<file path="config.mk">
export PLATFORM = sky130hd
export DESIGN_NAME = flg_guard
export DESIGN_NICKNAME = d
export VERILOG_FILES = /design/src/verilog/flg_guard_pkg.sv /design/src/verilog/flg_guard.sv /design/src/verilog/flg_irq_hold.sv /design/src/verilog/flg_page_decode.sv
export VERILOG_INCLUDE_DIRS = /design/src /design/src/verilog
export SDC_FILE = /design/constraint.sdc
export NUM_CORES = 1
export LEC_CHECK = 0
export BUFFER_PORTS_ARGS = -buffer_cell sky130_fd_sc_hd__buf_2
export CORE_UTILIZATION = 52
export DETAILED_ROUTE_END_ITERATION = 10
export GPL_TIMING_DRIVEN = 0
export PLACE_DENSITY = 0.83
export SYNTH_ARGS = -nofsm -noshare
export SYNTH_HDL_FRONTEND = slang
export SYNTH_SLANG_ARGS = --single-unit
</file>
<file path="constraint.sdc">
create_clock -name clock -period 6.5 [get_ports clock]
set_clock_uncertainty 0.1 [all_clocks]
set_input_delay 0.975 -clock clock [delete_from_list [all_inputs] [get_ports clock]]
set_output_delay 0.975 -clock clock [all_outputs]
set_load 0.02 [all_outputs]
</file>
<file path="src/verilog/flg_guard_regs.svh">
`ifndef FLG_GUARD_REGS_SVH
`define FLG_GUARD_REGS_SVH

// ---------------------------------------------------------------
// Flash map
// ---------------------------------------------------------------
`define FLG_ADDR_W        16
`define FLG_PAGE_LSB      10
`define FLG_PAGE_W        6
`define FLG_LOCK_PAGE     6'h3E
`define FLG_LOCK_ADDR     16'hFBFF
`define FLG_ID_ADDR       16'hFFFE

// ---------------------------------------------------------------
// Reset values
// ---------------------------------------------------------------
`define FLG_LOCK_ERASED   8'hFF
`define FLG_CTRL_RESET    3'h0
`define FLG_MON_RESET     2'h3

// ---------------------------------------------------------------
// Field positions of the control and monitor words
// ---------------------------------------------------------------
`define FLG_CTRL_WR_BIT   0
`define FLG_CTRL_ER_BIT   1
`define FLG_CTRL_SCR_BIT  2
`define FLG_MON_EN_BIT    0
`define FLG_MON_RST_BIT   1

// ---------------------------------------------------------------
// Timing
// ---------------------------------------------------------------
`define FLG_CLK_NS        8
`define FLG_OP_TIME_NS    40
`define FLG_OP_CYCLES     ((`FLG_OP_TIME_NS + `FLG_CLK_NS - 1) / `FLG_CLK_NS)
`define FLG_BUSY_W        4

`endif

</file>
<file path="src/verilog/flg_guard_pkg.sv">
`default_nettype none
package flg_guard_pkg;

  // Kind of flash access
  typedef enum logic [1:0] {OP_READ, OP_WRITE, OP_DEV_ERASE} flg_op_e_t;

  // Access request from firmware or the debug port
  typedef struct packed {
    logic        valid;
    logic        debug;
    flg_op_e_t   op;
    logic [15:0] addr;
    logic [15:0] fetchAddr;
  } flg_req_t;

  // Verdict on one request
  typedef struct packed {
    logic       grant;
    logic       deny;
    logic       erase;
    logic       idHit;
    logic [7:0] data;
  } flg_rsp_t;

  // Program store control bits
  typedef struct packed {
    logic scratchpadSelect;
    logic storeEraseEnable;
    logic storeWriteEnable;
  } flg_ctrl_t;

  // Supply monitor enables
  typedef struct packed {
    logic monResetEnable;
    logic monEnable;
  } flg_mon_t;

  typedef enum logic [1:0] {PH_CAPTURE, PH_RUN, PH_BUSY} flg_phase_t;

endpackage
`default_nettype wire

</file>
<file path="src/verilog/flg_guard.sv">
`timescale 1ns/10ps
`default_nettype none
`include "flg_guard_regs.svh"
module flg_guard
#(
  parameter logic [7:0] VARIANT_ID = 8'h5A,   // Arbitrary value
  parameter int         IRQ_N      = 8
)
(
  // Clock and power-on reset
  input  wire logic                     clock,
  input  wire logic                     rst,
  // Device reset from other sources
  input  wire logic                     devReset,
  // Program store control and monitor writes
  input  wire logic                     ctrlWrite,
  input  wire flg_guard_pkg::flg_ctrl_t ctrlIn,
  input  wire logic                     monWrite,
  input  wire flg_guard_pkg::flg_mon_t  monIn,
  // Lock byte as held in the array
  input  wire logic [7:0]               lockByteStored,
  // Access request and verdict
  input  wire flg_guard_pkg::flg_req_t  req,
  output flg_guard_pkg::flg_rsp_t       rsp,
  output logic                          ready,
  // Error reset and status
  output logic                          flashErrorReset,
  output logic                          flashErrorFlag,
  output flg_guard_pkg::flg_ctrl_t      ctrlOut,
  output flg_guard_pkg::flg_mon_t       monOut,
  output logic [7:0]                    lockActive,
  // Interrupts
  input  wire logic [IRQ_N-1:0]         irqIn,
  input  wire logic                     irqEnable,
  output logic [IRQ_N-1:0]              irqOut
);
  import flg_guard_pkg::*;

  // ---------------------------------------------------------------
  // State
  // ---------------------------------------------------------------
  typedef struct packed {
    flg_phase_t              phase;
    logic [7:0]              lockCopy;
    flg_ctrl_t               ctrl;
    flg_mon_t                mon;
    logic                    errFlag;
    logic                    errReset;
    logic                    ready;
    flg_rsp_t                rsp;
    logic [`FLG_BUSY_W-1:0]  busyCnt;
  } flg_state_t;

  localparam logic [`FLG_BUSY_W-1:0] OP_CYCLES = `FLG_BUSY_W'(`FLG_OP_CYCLES);

  flg_state_t st;
  flg_state_t next_st;

  // ---------------------------------------------------------------
  // Page decode of target and of fetching code
  // ---------------------------------------------------------------
  logic anyLocked;
  logic tgtLocked;
  logic tgtLockPage;
  logic tgtReserved;
  logic codeLocked;
  logic scratchTarget;

  // Debug port never sees the scratchpad select
  assign scratchTarget = st.ctrl.scratchpadSelect && !req.debug;

  flg_page_decode u_target
  (
    .addr       (req.addr),
    .scratch    (scratchTarget),
    .lockByte   (st.lockCopy),
    .anyLocked  (anyLocked),
    .pageLocked (tgtLocked),
    .isLockPage (tgtLockPage),
    .isReserved (tgtReserved)
  );

  // Code page judged from the fetch address of the issuing instruction
  flg_page_decode u_code
  (
    .addr       (req.fetchAddr),
    .scratch    (1'b0),
    .lockByte   (st.lockCopy),
    .anyLocked  (),
    .pageLocked (codeLocked),
    .isLockPage (),
    .isReserved ()
  );

  // ---------------------------------------------------------------
  // Verdict helpers
  // ---------------------------------------------------------------
  typedef enum logic [1:0] {V_GRANT, V_DENY, V_RESET, V_IGNORE} flg_verdict_t;

  // Debug port verdict; violations only refuse, never reset
  function automatic flg_verdict_t debugVerdict(
    input flg_op_e_t op,
    input logic      eraseReq,
    input logic      locked,
    input logic      lockPage,
    input logic      reserved,
    input logic      anyLk
  );
    flg_verdict_t v;
    v = V_GRANT;
    if (op == OP_DEV_ERASE)
      v = V_GRANT;
    else if (reserved)
      v = V_DENY;
    else if (lockPage && eraseReq)
      v = anyLk ? V_DENY : V_GRANT;
    else if (lockPage)
      v = anyLk ? V_DENY : V_GRANT;
    else if (locked)
      v = V_DENY;
    return v;
  endfunction

  // Firmware verdict; violations force an error reset
  function automatic flg_verdict_t fwVerdict(
    input logic modify,
    input logic eraseReq,
    input logic monOk,
    input logic isId,
    input logic isLockByte,
    input logic locked,
    input logic lockPage,
    input logic reserved,
    input logic anyLk,
    input logic fromLocked
  );
    flg_verdict_t v;
    v = V_GRANT;
    if (modify && !monOk)
      v = V_RESET;
    else if (reserved)
      v = (isId && !modify) ? V_GRANT : V_RESET;
    else if (lockPage && eraseReq)
      v = V_RESET;
    else if (isLockByte && modify && anyLk)
      v = V_RESET;
    else if (lockPage && anyLk)
      v = fromLocked ? V_GRANT : V_RESET;
    else if (locked)
      v = fromLocked ? V_GRANT : V_RESET;
    return v;
  endfunction

  // ---------------------------------------------------------------
  // Request classification
  // ---------------------------------------------------------------
  flg_verdict_t verdict;
  logic         fwModify;
  logic         fwErase;
  logic         dbgErase;
  logic         isIdAddr;
  logic         isLockByte;
  logic         monOk;

  always_comb
  begin
    // A firmware write only reaches flash with write enable set
    fwModify   = (req.op == OP_WRITE) && st.ctrl.storeWriteEnable;
    // Write plus both enables becomes a page erase
    fwErase    = fwModify && st.ctrl.storeEraseEnable;
    dbgErase   = (req.op == OP_DEV_ERASE);
    isIdAddr   = (req.addr == `FLG_ID_ADDR);
    isLockByte = (req.addr == `FLG_LOCK_ADDR) && !scratchTarget;
    monOk      = st.mon.monEnable && st.mon.monResetEnable;
    verdict    = V_IGNORE;
    if (req.valid && st.ready)
    begin
      if (req.debug)
        verdict = debugVerdict(req.op, dbgErase, tgtLocked, tgtLockPage,
                               tgtReserved, anyLocked);
      else if (req.op == OP_WRITE && !st.ctrl.storeWriteEnable)
        verdict = V_DENY;
      else if (req.op == OP_DEV_ERASE)
        verdict = V_DENY;
      else
        verdict = fwVerdict(fwModify, fwErase, monOk, isIdAddr, isLockByte,
                            tgtLocked, tgtLockPage, tgtReserved, anyLocked,
                            codeLocked);
    end
  end

  // ---------------------------------------------------------------
  // Next state
  // ---------------------------------------------------------------
  always_comb
  begin
    next_st          = st;
    next_st.errReset = 1'b0;
    next_st.rsp      = '0;
    next_st.ready    = 1'b0;
    case (st.phase)
      // Lock copy refreshed here and by a granted debug device erase, so a firmware write waits for reset
      PH_CAPTURE:
      begin
        next_st.lockCopy = lockByteStored;
        next_st.phase    = PH_RUN;
        next_st.ready    = 1'b1;
      end
      PH_RUN:
      begin
        next_st.ready = 1'b1;
        case (verdict)
          V_GRANT:
          begin
            next_st.rsp.grant = 1'b1;
            next_st.rsp.erase = req.debug ? (req.op == OP_DEV_ERASE) : fwErase;
            if (!req.debug && isIdAddr && req.op == OP_READ)
            begin
              next_st.rsp.idHit = 1'b1;
              next_st.rsp.data  = VARIANT_ID;
            end
            if (req.debug && req.op == OP_DEV_ERASE)
              next_st.lockCopy = `FLG_LOCK_ERASED;
            // Modifications stall further requests while the array works
            if (req.op != OP_READ)
            begin
              next_st.phase   = PH_BUSY;
              next_st.busyCnt = OP_CYCLES;
              next_st.ready   = 1'b0;
            end
          end
          V_DENY:
            next_st.rsp.deny = 1'b1;
          V_RESET:
          begin
            // Error reset acts like a device reset: controls cleared,
            // lock byte recaptured, flag left set for software
            next_st.errReset = 1'b1;
            next_st.errFlag  = 1'b1;
            next_st.ctrl     = `FLG_CTRL_RESET;
            next_st.phase    = PH_CAPTURE;
            next_st.ready    = 1'b0;
          end
          default:
            next_st.rsp = '0;
        endcase
      end
      PH_BUSY:
      begin
        if (st.busyCnt <= `FLG_BUSY_W'(1))
        begin
          next_st.busyCnt = '0;
          next_st.phase   = PH_RUN;
          next_st.ready   = 1'b1;
        end
        else
          next_st.busyCnt = st.busyCnt - `FLG_BUSY_W'(1);
      end
      default:
        next_st.phase = PH_CAPTURE;
    endcase

    // Software control writes; ignored in the cycle that raises an error reset
    if (ctrlWrite && !next_st.errReset)
      next_st.ctrl = ctrlIn;
    if (monWrite)
      next_st.mon = monIn;

    // Reset from another source recaptures the lock and clears the flag
    if (devReset)
    begin
      next_st.phase    = PH_CAPTURE;
      next_st.ctrl     = `FLG_CTRL_RESET;
      next_st.errFlag  = next_st.errReset;                     // Set wins
      next_st.errReset = 1'b0;
      next_st.ready    = 1'b0;
      next_st.rsp      = '0;
      next_st.busyCnt  = '0;
    end
  end

  // ---------------------------------------------------------------
  // State register
  // ---------------------------------------------------------------
  // Power-on reset: monitor and its reset enable come up on
  always_ff @(posedge clock or posedge rst)
  begin
    if (rst)
    begin
      st          <= '0;
      st.phase    <= PH_CAPTURE;
      st.lockCopy <= `FLG_LOCK_ERASED;
      st.ctrl     <= `FLG_CTRL_RESET;
      st.mon      <= `FLG_MON_RESET;
    end
    else
      st <= next_st;
  end

  // ---------------------------------------------------------------
  // Interrupt hold during flash operations
  // ---------------------------------------------------------------
  flg_irq_hold #(.N(IRQ_N)) u_irq
  (
    .clock     (clock),
    .rst       (rst),
    .irqIn     (irqIn),
    .irqEnable (irqEnable),
    .busy      (st.phase == PH_BUSY),
    .irqOut    (irqOut)
  );

  // ---------------------------------------------------------------
  // Outputs, all from the state register
  // ---------------------------------------------------------------
  assign rsp             = st.rsp;
  assign ready           = st.ready;
  assign flashErrorReset = st.errReset;
  assign flashErrorFlag  = st.errFlag;
  assign ctrlOut         = st.ctrl;
  assign monOut          = st.mon;
  assign lockActive      = st.lockCopy;
endmodule
`default_nettype wire

</file>
<file path="src/verilog/flg_irq_hold.sv">
`timescale 1ns/10ps
`default_nettype none
module flg_irq_hold
#(
  parameter int N = 8
)
(
  // Clock and reset
  input  wire logic         clock,
  input  wire logic         rst,
  // Interrupt sources and gating
  input  wire logic [N-1:0] irqIn,
  input  wire logic         irqEnable,
  input  wire logic         busy,
  // Serviced interrupt, one-hot
  output logic [N-1:0]      irqOut
);
  typedef struct packed {
    logic [N-1:0] pend;
    logic [N-1:0] out;
  } flg_irq_state_t;

  flg_irq_state_t st;
  flg_irq_state_t next_st;

  // ---------------------------------------------------------------
  // Hold and release
  // ---------------------------------------------------------------
  // New arrivals win over the release of the same source
  always_comb
  begin
    next_st = st;
    next_st.out = '0;
    if (!busy && irqEnable)
    begin
      for (int i = N - 1; i >= 0; i--)
        if (st.pend[i])
          next_st.out = N'(1) << i;
    end
    next_st.pend = (st.pend & ~next_st.out) | irqIn;
  end

  // State register
  always_ff @(posedge clock or posedge rst)
  begin
    if (rst)
      st <= '0;
    else
      st <= next_st;
  end

  assign irqOut = st.out;
endmodule
`default_nettype wire

</file>
<file path="src/verilog/flg_page_decode.sv">
`timescale 1ns/10ps
`default_nettype none
`include "flg_guard_regs.svh"
module flg_page_decode
(
  // Address and lock setting
  input  wire logic [15:0] addr,
  input  wire logic        scratch,
  input  wire logic [7:0]  lockByte,
  // Classification
  output logic             anyLocked,
  output logic             pageLocked,
  output logic             isLockPage,
  output logic             isReserved
);
  // ---------------------------------------------------------------
  // Page classification
  // ---------------------------------------------------------------
  logic [7:0] lockCount;
  logic [5:0] page;

  // Count of locked pages is the inverse of the lock byte
  always_comb
  begin
    lockCount  = ~lockByte;
    page       = addr[15:`FLG_PAGE_LSB];
    anyLocked  = (lockCount != 8'h00);
    isLockPage = !scratch && (page == `FLG_LOCK_PAGE);
    isReserved = !scratch && (page > `FLG_LOCK_PAGE);
    if (scratch)
      pageLocked = (lockCount >= {2'b00, `FLG_LOCK_PAGE});
    else if (isLockPage)
      pageLocked = anyLocked;
    else
      pageLocked = ({2'b00, page} < lockCount);
  end
endmodule
`default_nettype wire
</file>
* Word-level counts from Yosys, hierarchy flattened
Index checks and enable logic that the tools add are counted.
Word-level totals: logic and storage cells 148, register bits 50, input port bits 63
Operators by class: $lt $le $gt $ge 5, mux-type cells 59, reduce and logical (&&, ||, !) cells 44, $add $sub $neg 1, eq/ne operators 17, bitwise logic cells 4
Operators with widths (count):
- $mux 8 | 11
- $mux 2 | 17
- $eq 16x16->1 const B | 2
- $logic_and 1x1->1 | 21
- $mux 19 | 1
- $lt 6x8->1 | 2
- $not 8->8 | 2
- $pmux 8 s2 | 1
- $mux 1 | 14
- $eq 6x6->1 const B | 2
- $mux 12 | 1
- $mux 3 | 4
- $mux 4 | 3
- $mux 10 | 1
- $mux 9 | 1
- $reduce_and 3->1 | 3
- $reduce_bool 3->1 | 3
- $and 8x8->8 | 1
- $ge 8x6->1 const B | 1
- $or 8x8->8 | 1
- $pmux 4 s2 | 1
- $reduce_bool 2->1 | 4
- $reduce_bool 8->1 | 1
- $logic_not 1->1 | 7
- other kinds (17) | 25

* Logic depth before layout (Yosys ltp)
Gate-level depths: netlist of the first run.
depth after elaboration 23, gate-level depth with buffers 8, mapped depth without buffers 7

* By module
Synthesis of the first run repeated with hierarchy kept, for this count alone.
Second synthesis, totals: cell total of the unflattened synthesis 246, area total of the unflattened synthesis 2560.0 sq um
By module, submodules not included:
- flg_guard | cells an instance 144, seq. area each 663.1 sq um, instances 1, area an instance 1514.0 sq um
- flg_irq_hold | cells an instance 58, seq. area each 400.4 sq um, instances 1, area an instance 670.6 sq um
- flg_page_decode | cells an instance 22, seq. area each 0.0 sq um, instances 2, area an instance 187.7 sq um

* Worst setup path before layout of the first run
Ideal clock, no wire load.
kind input -> register, from input req[12] in the netlist's numbering, to register st (netlist bit rsp[4]), arrival time 2.730 ns, cell stages on the path 8, setup slack 3.569 ns, path through ha_1 > a211oi_1 > a21oi_1 > a2111oi_0 > and4b_1 > or2_4 > buf_6 > nor4_1
Between the ends: longest elaborated chain between the ends 17
Ends and longest elaborated chain:
- start: declaration | line flg_guard.sv:23 | input wire flg_guard_pkg::flg_req_t req,
- $lt 6x8->1 or $eq 6x6->1 (tied branches)
- $mux 1 (*) | line flg_page_decode.sv:32 | else if (isLockPage)
- $mux 2 (*) | line flg_guard.sv:148, flg_guard.sv:150
- $mux 2 | line flg_guard.sv:149 | else if (locked)
- $mux 2 (*) | line flg_guard.sv:147 | else if (lockPage && anyLk)
- $mux 2 (*) | line flg_guard.sv:145 | else if (isLockByte && modify && anyLk)
- $mux 2 (*) | line flg_guard.sv:143 | else if (lockPage && eraseReq)
- $mux 2 (*) | line flg_guard.sv:141 | else if (reserved)
- $mux 2 (*) | line flg_guard.sv:139 | if (modify && !monOk)
- $mux 2 (*) | line flg_guard.sv:183 | else if (req.op == OP_DEV_ERASE)
- $mux 2 (*) | line flg_guard.sv:181 | else if (req.op == OP_WRITE && !st.ctrl.storeWriteEnable)
- $mux 2 (*) | line flg_guard.sv:178 | if (req.debug)
- $mux 2 (*) | line flg_guard.sv:176 | if (req.valid && st.ready)
- $logic_not 2->1 (*) | line flg_guard.sv:212 | case (verdict)
- $mux 10 (*) | line flg_guard.sv:212
- $mux 12 (*) | line flg_guard.sv:201 | case (st.phase)
- $mux 19 (*) | line flg_guard.sv:270 | if (devReset)
- end signal: assignment | line flg_guard.sv:297 | st <= next_st;
- end: declaration | line flg_guard.sv:56 | flg_state_t st;
Mark *: on every way between the ends. The rest lies on a longest branch, timed or not. A chain may end at the register's enable or synchronous reset.

==> flow_metrics.tcl, run 1 <==
set metrics [dict create \
    worstPathMaxFanout 10 \
    worst-setup-path-type "in -> reg" \
    worst_slew_pin_slew_ns 0.810 \
    swShare_pct 28.0 \
    pwr_density_cell_mw_per_mm2 202 \
    cts-root-buf "clkbuf_8" \
    initial_core_util_pct 54.0 \
    cts_hold_buf 0 \
    cp_cell_sequence "buf_2 > ha_1 > a211oi_1 > a21oi_1 > a2111oi_0 > and4b_1 > or2_4 > buf_6 > nor4_1" \
    cts_setup_buffers 0 \
    status "finished, violations left" \
    regToRegSetupSlack_ns 3.73 \
    cts_buffers 5 \
    critical_path.slowest_cell "a2111oi_0" \
    synth-main-ff-cell "dfrtp_1" \
    dr_total_vias 2199 \
    fp.dieH_um 71.8 \
    wl_um 5190 \
    clk_path_buf_depth 2 \
    core_mm2 0.00469 \
    clk_pin_slew_ns 0.08 \
    synth_edf_count 0 \
    r2r-start "lockActive[2]" \
    ant_nets 0 \
    hp-class "reg -> reg" \
    final_nets 427 \
    dr.first_iter.drc_count 108 \
    netlist_top_cells_area "dfrtp_1, dfstp_2, buf_4, ha_1, nand2_1" \
    wl_per_cell_um 12.8 \
    async_flop_share_pct 100 \
    post-route-drc-count 1 \
    hold_end "lockActive[7]" \
    ys_ff_latch 42 \
    r2r-end "rsp[9]" \
    ys_types 57 \
    combPwrFrac_pct 20.3 \
    grt_overflow 0 \
    yosysTopAreaCellShare_pct 31.6 \
    p_seq_share_pct 46.9 \
    p_int_uw 457 \
    grt_pass1_vias 2114 \
    startpoint_type "input port" \
    finalCritPeriodShare_pct 46.1 \
    fp.dieArea_mm2 0.00516 \
    worst_ep_arrival_time_ns 3.09 \
    synth_area_leader_cell "dfrtp_1" \
    layout_common_cells "buf_2, buf_4, dfrtp_1, nand2_1, ha_1" \
    cts_tree "yes" \
    violations "design-rule violations" \
    maxCapViolations 0 \
    antenna_cells 0 \
    cp_top_family "simple AND/OR/NAND/NOR gates" \
    clock_latency_ns 0.30 \
    grt_pass1_wl_um 8770 \
    period_needed_ns 2.99 \
    io_pins 99 \
    final_common_cell "buf_2" \
    grt_max_degree 43 \
    clock_sinks 42 \
    tns_ns 0 \
    p_sw_uw 178 \
    antenna_found_initial 0 \
    reg2reg_depth 8 \
    critPathCaptureType "flip-flop" \
    drive_above_1_share_pct 41.6 \
    drtPass1Iterations 10 \
    hold_start "lockActive[7]" \
    gpl.final_weighted_congestion 0.784 \
    portBuffers 83 \
    syn_area_mm2 0.00253 \
    critPathRequiredTime_ns 6.60 \
    finalPower_uw 634 \
    min_delay_path_depth 2 \
    critPathBufInv 2 \
    rsz0062_at_grt "no" \
    yosysWarnings 0 \
    die_w_um 71.8 \
    irDropWorstVdd_uv 176 \
    track_usage_pct 21.9 \
    cts_resized 0 \
    fmax_mhz 334 \
    avgSynthCellArea_um2 9.78 \
    critPathMaxStageDelay_ns 0.42 \
    clkPwrFrac_pct 32.9 \
    syn_inst 259 \
    slew_violations 0 \
    ys_seq_area_share_pct 42.0 \
    areaGrowthSynthToFinish_pct 24.0 \
    finalHoldViolCount 0 \
    rows 25 \
    viasPerCell 5.40 \
    maxSlewHeadroom_pct 46.0 \
    setup_viol 0 \
    p_leak_uw 0.00163 \
    dp_hpwl_um 4080 \
    htree_levels 2 \
]
final cells by class:
class | count | area [um^2]
inverters | 11 | 41.3
fillers | 392 | 1550
repair buffers | 83 | 415
clock buffers | 5 | 68.8
plain buffers | 37 | 270
well taps | 54 | 67.6
multi-input cells | 172 | 1170
clock inverters | 3 | 43.8
flip-flops and latches | 42 | 1060
cells in the mapped netlist (3+ instances only):
master and count:
a21o_1 5, nor3_1 9, a211oi_1 8, nand2b_1 5, o41ai_1 4, buf_4 33, and4b_1 3, or3_1 3
dfstp_2 10, nand3_1 10, a21oi_1 6, nor2_1 10, inv_1 11, nor3b_1 4, dfrtp_1 32, nor4_1 4
o21ai_0 4, o31ai_1 4, mux2i_1 3, nor2b_1 3, and3_1 5, o211ai_1 5, nand4_1 3, ha_1 12
nand2_1 25
worst reg2reg max path: stages (launching register included):
cell and delay [ns]:
dfstp_2 0.60, ha_1 0.26, a211oi_1 0.23, a21oi_1 0.09, a2111oi_0 0.42, and4b_1 0.28, or2_4 0.26, buf_6 0.14
nor4_1 0.29
logic make-up (layout without fill, tap and decap cells):
| kind of cell | after synthesis | count (layout) | synth area share (%) |
|---|---|---|---|
| muxes | 5 | 5 | 2.07 |
| buffers and inverters | 48 | 139 | 12.3 |
| DFF | 42 | 42 | 42.0 |
| other | 1 | 4 | 0.148 |
| AOI/OAI and AO/OA | 50 | 50 | 15.1 |
| adders and majority gates | 12 | 12 | 5.93 |
| xor gates and xnor gates | 1 | 1 | 0.346 |
| and+or+nand+nor | 100 | 100 | 22.2 |
power groups by stage:
stage          Clock [uW]  Combinational (uW)  Sequential, uW
2_1_floorplan           0                88.7             297
5_1_grt               224                 144             300
6_report              208                 129             297
4_1_cts               215                 130             297
3_5_place_dp            0                 129             302
3_3_place_gp            0                 125             302
worst max-delay path by stage:
stage / startpoint / cells after the start / end
3_3_place_gp: req[12] / 9 / rsp[9]
6_report: req[12] / 9 / rsp[9]
4_1_cts: req[12] / 9 / rsp[9]
2_1_floorplan: req[12] / 8 / rsp[4]
5_1_grt: req[12] / 8 / st[33]
3_5_place_dp: req[12] / 9 / rsp[9]
through the flow:
step	instances	hold slack (ns)	instance area, um^2	util [%]	setup slack (ns)
2_1_floorplan	262	0.349	2540	-	3.57
3_3_place_gp	399	0.361	3030	64.5	3.18
3_5_place_dp	399	0.370	3030	64.5	3.19
4_1_cts	407	0.402	3140	66.9	3.50
5_1_grt	407	0.433	3140	66.9	3.31
6_report	407	0.403	3140	66.9	3.51
flip-flops by register name (all words and copies together) (netlist names):
register	cells
lockActive	8
u_irq.irqOut	8
u_irq.st	8
st	6
rsp	4
ctrlOut	3
monOut	2
flashErrorFlag	1
flashErrorReset	1
ready	1
per-layer routing:
layer,track usage (%),part of all wire [%],vias up
met5,0,0,-
met4,10.5,1.8,0
met3,5.06,5.2,7
met2,37.3,50,64
met1,26.0,43,1035
li1,-,-,1093
No activity file was read; power rests on OpenSTA's default activity.
==> run 2, diff against run 1 <==
Settings changed: CORE_UTILIZATION 52 to 49, PLACE_DENSITY 0.83 to 0.78.
Clock period 6.5 ns to 2.82 ns, I/O delays scaled along.
==> flow_metrics.tcl, run 2 (synthesized netlist as in run 1, its figures left out) <==
set metrics [dict create \
    status "completed" \
    cts_hold_buf 0 \
    cts-root-buf "clkbuf_8" \
    clock_sinks 42 \
    hp-class "in -> async" \
    worst-setup-path-type "reg -> reg" \
    track_usage_pct 19.8 \
    place_inst 412 \
    p_sw_uw 425 \
    final_common_cell "buf_2" \
    core_mm2 0.00485 \
    p_int_uw 969 \
    gpl.final_weighted_congestion 0.812 \
    viasPerCell 5.24 \
    clkPwrFrac_pct 28.5 \
    grt_max_degree 43 \
    ant_nets 0 \
    htree_levels 2 \
    design_area_mm2 0.00317 \
    clk_pin_slew_ns 0.09 \
    critPathBufInv 1 \
    slew_violations 0 \
    combPwrFrac_pct 22.5 \
    p_seq_share_pct 49.0 \
    fp.dieH_um 73.9 \
    fmax_mhz 375 \
    critPathMaxStageDelay_ns 0.55 \
    setup_viol 0 \
    post-route-drc-count 0 \
    critPathCaptureType "flip-flop" \
    worst_slew_pin_slew_ns 0.847 \
    critical_path.slowest_cell "dfstp_2" \
    portBuffers 83 \
    fin_hold_ws_ns 0.182 \
    initial_core_util_pct 52.3 \
    final_nets 429 \
    io_pins 99 \
    place_ws_ns 0.0514 \
    worstPathMaxFanout 10 \
    grt_overflow 0 \
    dp_hpwl_um 4160 \
    maxSlewHeadroom_pct 43.5 \
    p_leak_uw 0.00162 \
    rows 25 \
    worst_ep_arrival_time_ns 2.77 \
    clk_path_buf_depth 2 \
    areaGrowthSynthToFinish_pct 25.0 \
    fill_cells 420 \
    antenna_cells 0 \
    grt_pass1_vias 1997 \
    die_w_um 73.9 \
    dr.first_iter.drc_count 129 \
    cp_top_family "simple AND/OR/NAND/NOR gates" \
    pwr_density_cell_mw_per_mm2 440 \
    finalHoldViolCount 0 \
    finalCritPeriodShare_pct 94.5 \
    layout_common_cells "buf_2, buf_4, dfrtp_1, nand2_1, ha_1" \
    wl_per_cell_um 13.0 \
    finalNonFillerCells 422 \
    tns_ns 0 \
    clock_latency_ns 0.31 \
    place_area_mm2 0.00304 \
    wl_um 5480 \
    cts_tree "yes" \
    drtPass1Iterations 4 \
    swShare_pct 30.5 \
    irDropWorstVdd_uv 270 \
    drive_above_1_share_pct 42.8 \
    maxCapViolations 0 \
    startpoint_type "flip-flop" \
    dr_total_vias 2211 \
    antenna_found_initial 0 \
    fp.dieArea_mm2 0.00546 \
    grt_pass1_wl_um 8410 \
    setup_slack_ns 0.155 \
    cts_buffers 5 \
    critPathRequiredTime_ns 2.93 \
    cp_cell_sequence "ha_1 > a211oi_1 > a21oi_1 > a2111oi_2 > and4b_1 > or2_4 > buf_6 > nor4_2" \
    period_needed_ns 2.67 \
]
-- run 2: worst paths after layout --
kind / depth (start not counted) / startpoint / endpoint / slack [ns]
max in group asynchronous: 2 / rst / st[1] / 1.91
min: 2 / rst / u_irq.st[15] / 0.18
min in group clock: 2 / irqIn[2] / u_irq.st[10] / 0.20
max reg2reg: 8 / lockActive[2] / rsp[4] / 0.15
min reg2reg: 1 / u_irq.st[11] / u_irq.irqOut[4] / 0.39
max: 8 / lockActive[2] / rsp[4] / 0.15
-- run 2: final cells by class --
class | instances | area [um^2] | area share, %
repair buffers | 85 | 430 | 13.6
well taps | 67 | 83.8 | 2.65
clock inverters | 3 | 21.3 | 0.671
multi-input cells | 172 | 1190 | 37.5
inverters | 11 | 41.3 | 1.30
clock buffers | 5 | 68.8 | 2.17
flip-flops and latches | 42 | 1060 | 33.6
plain buffers | 37 | 270 | 8.53
-- run 2: routing by layer --
metal	GRT usage (%)	share of wire [%]	routed length, um
met1	23.0	43	2350
met5	0	0	0
met4	7.05	1.2	66
met2	36.2	52	2850
met3	3.70	3.9	213
-- run 2: timing repair --
action,CTS,global route
buffers inserted,0,2
gates resized for setup,0,4
endpoints found under the setup margin,0,6
-- run 2: power by group through the flow --
stage	Combinational [uW]	Clock, uW	Sequential, uW
after global placement	289	0	696
final	313	398	683
after detailed placement	298	0	696
after global routing	347	428	688
after floorplan	205	0	685
after CTS	300	402	685
-- run 2: metrics by stage --
stage	utilization, %	total power, uW
6_report	65.3	1390
5_1_grt	65.3	1460
4_1_cts	64.6	1390
3_5_place_dp	62.8	995
3_3_place_gp	62.8	985
2_1_floorplan	-	890
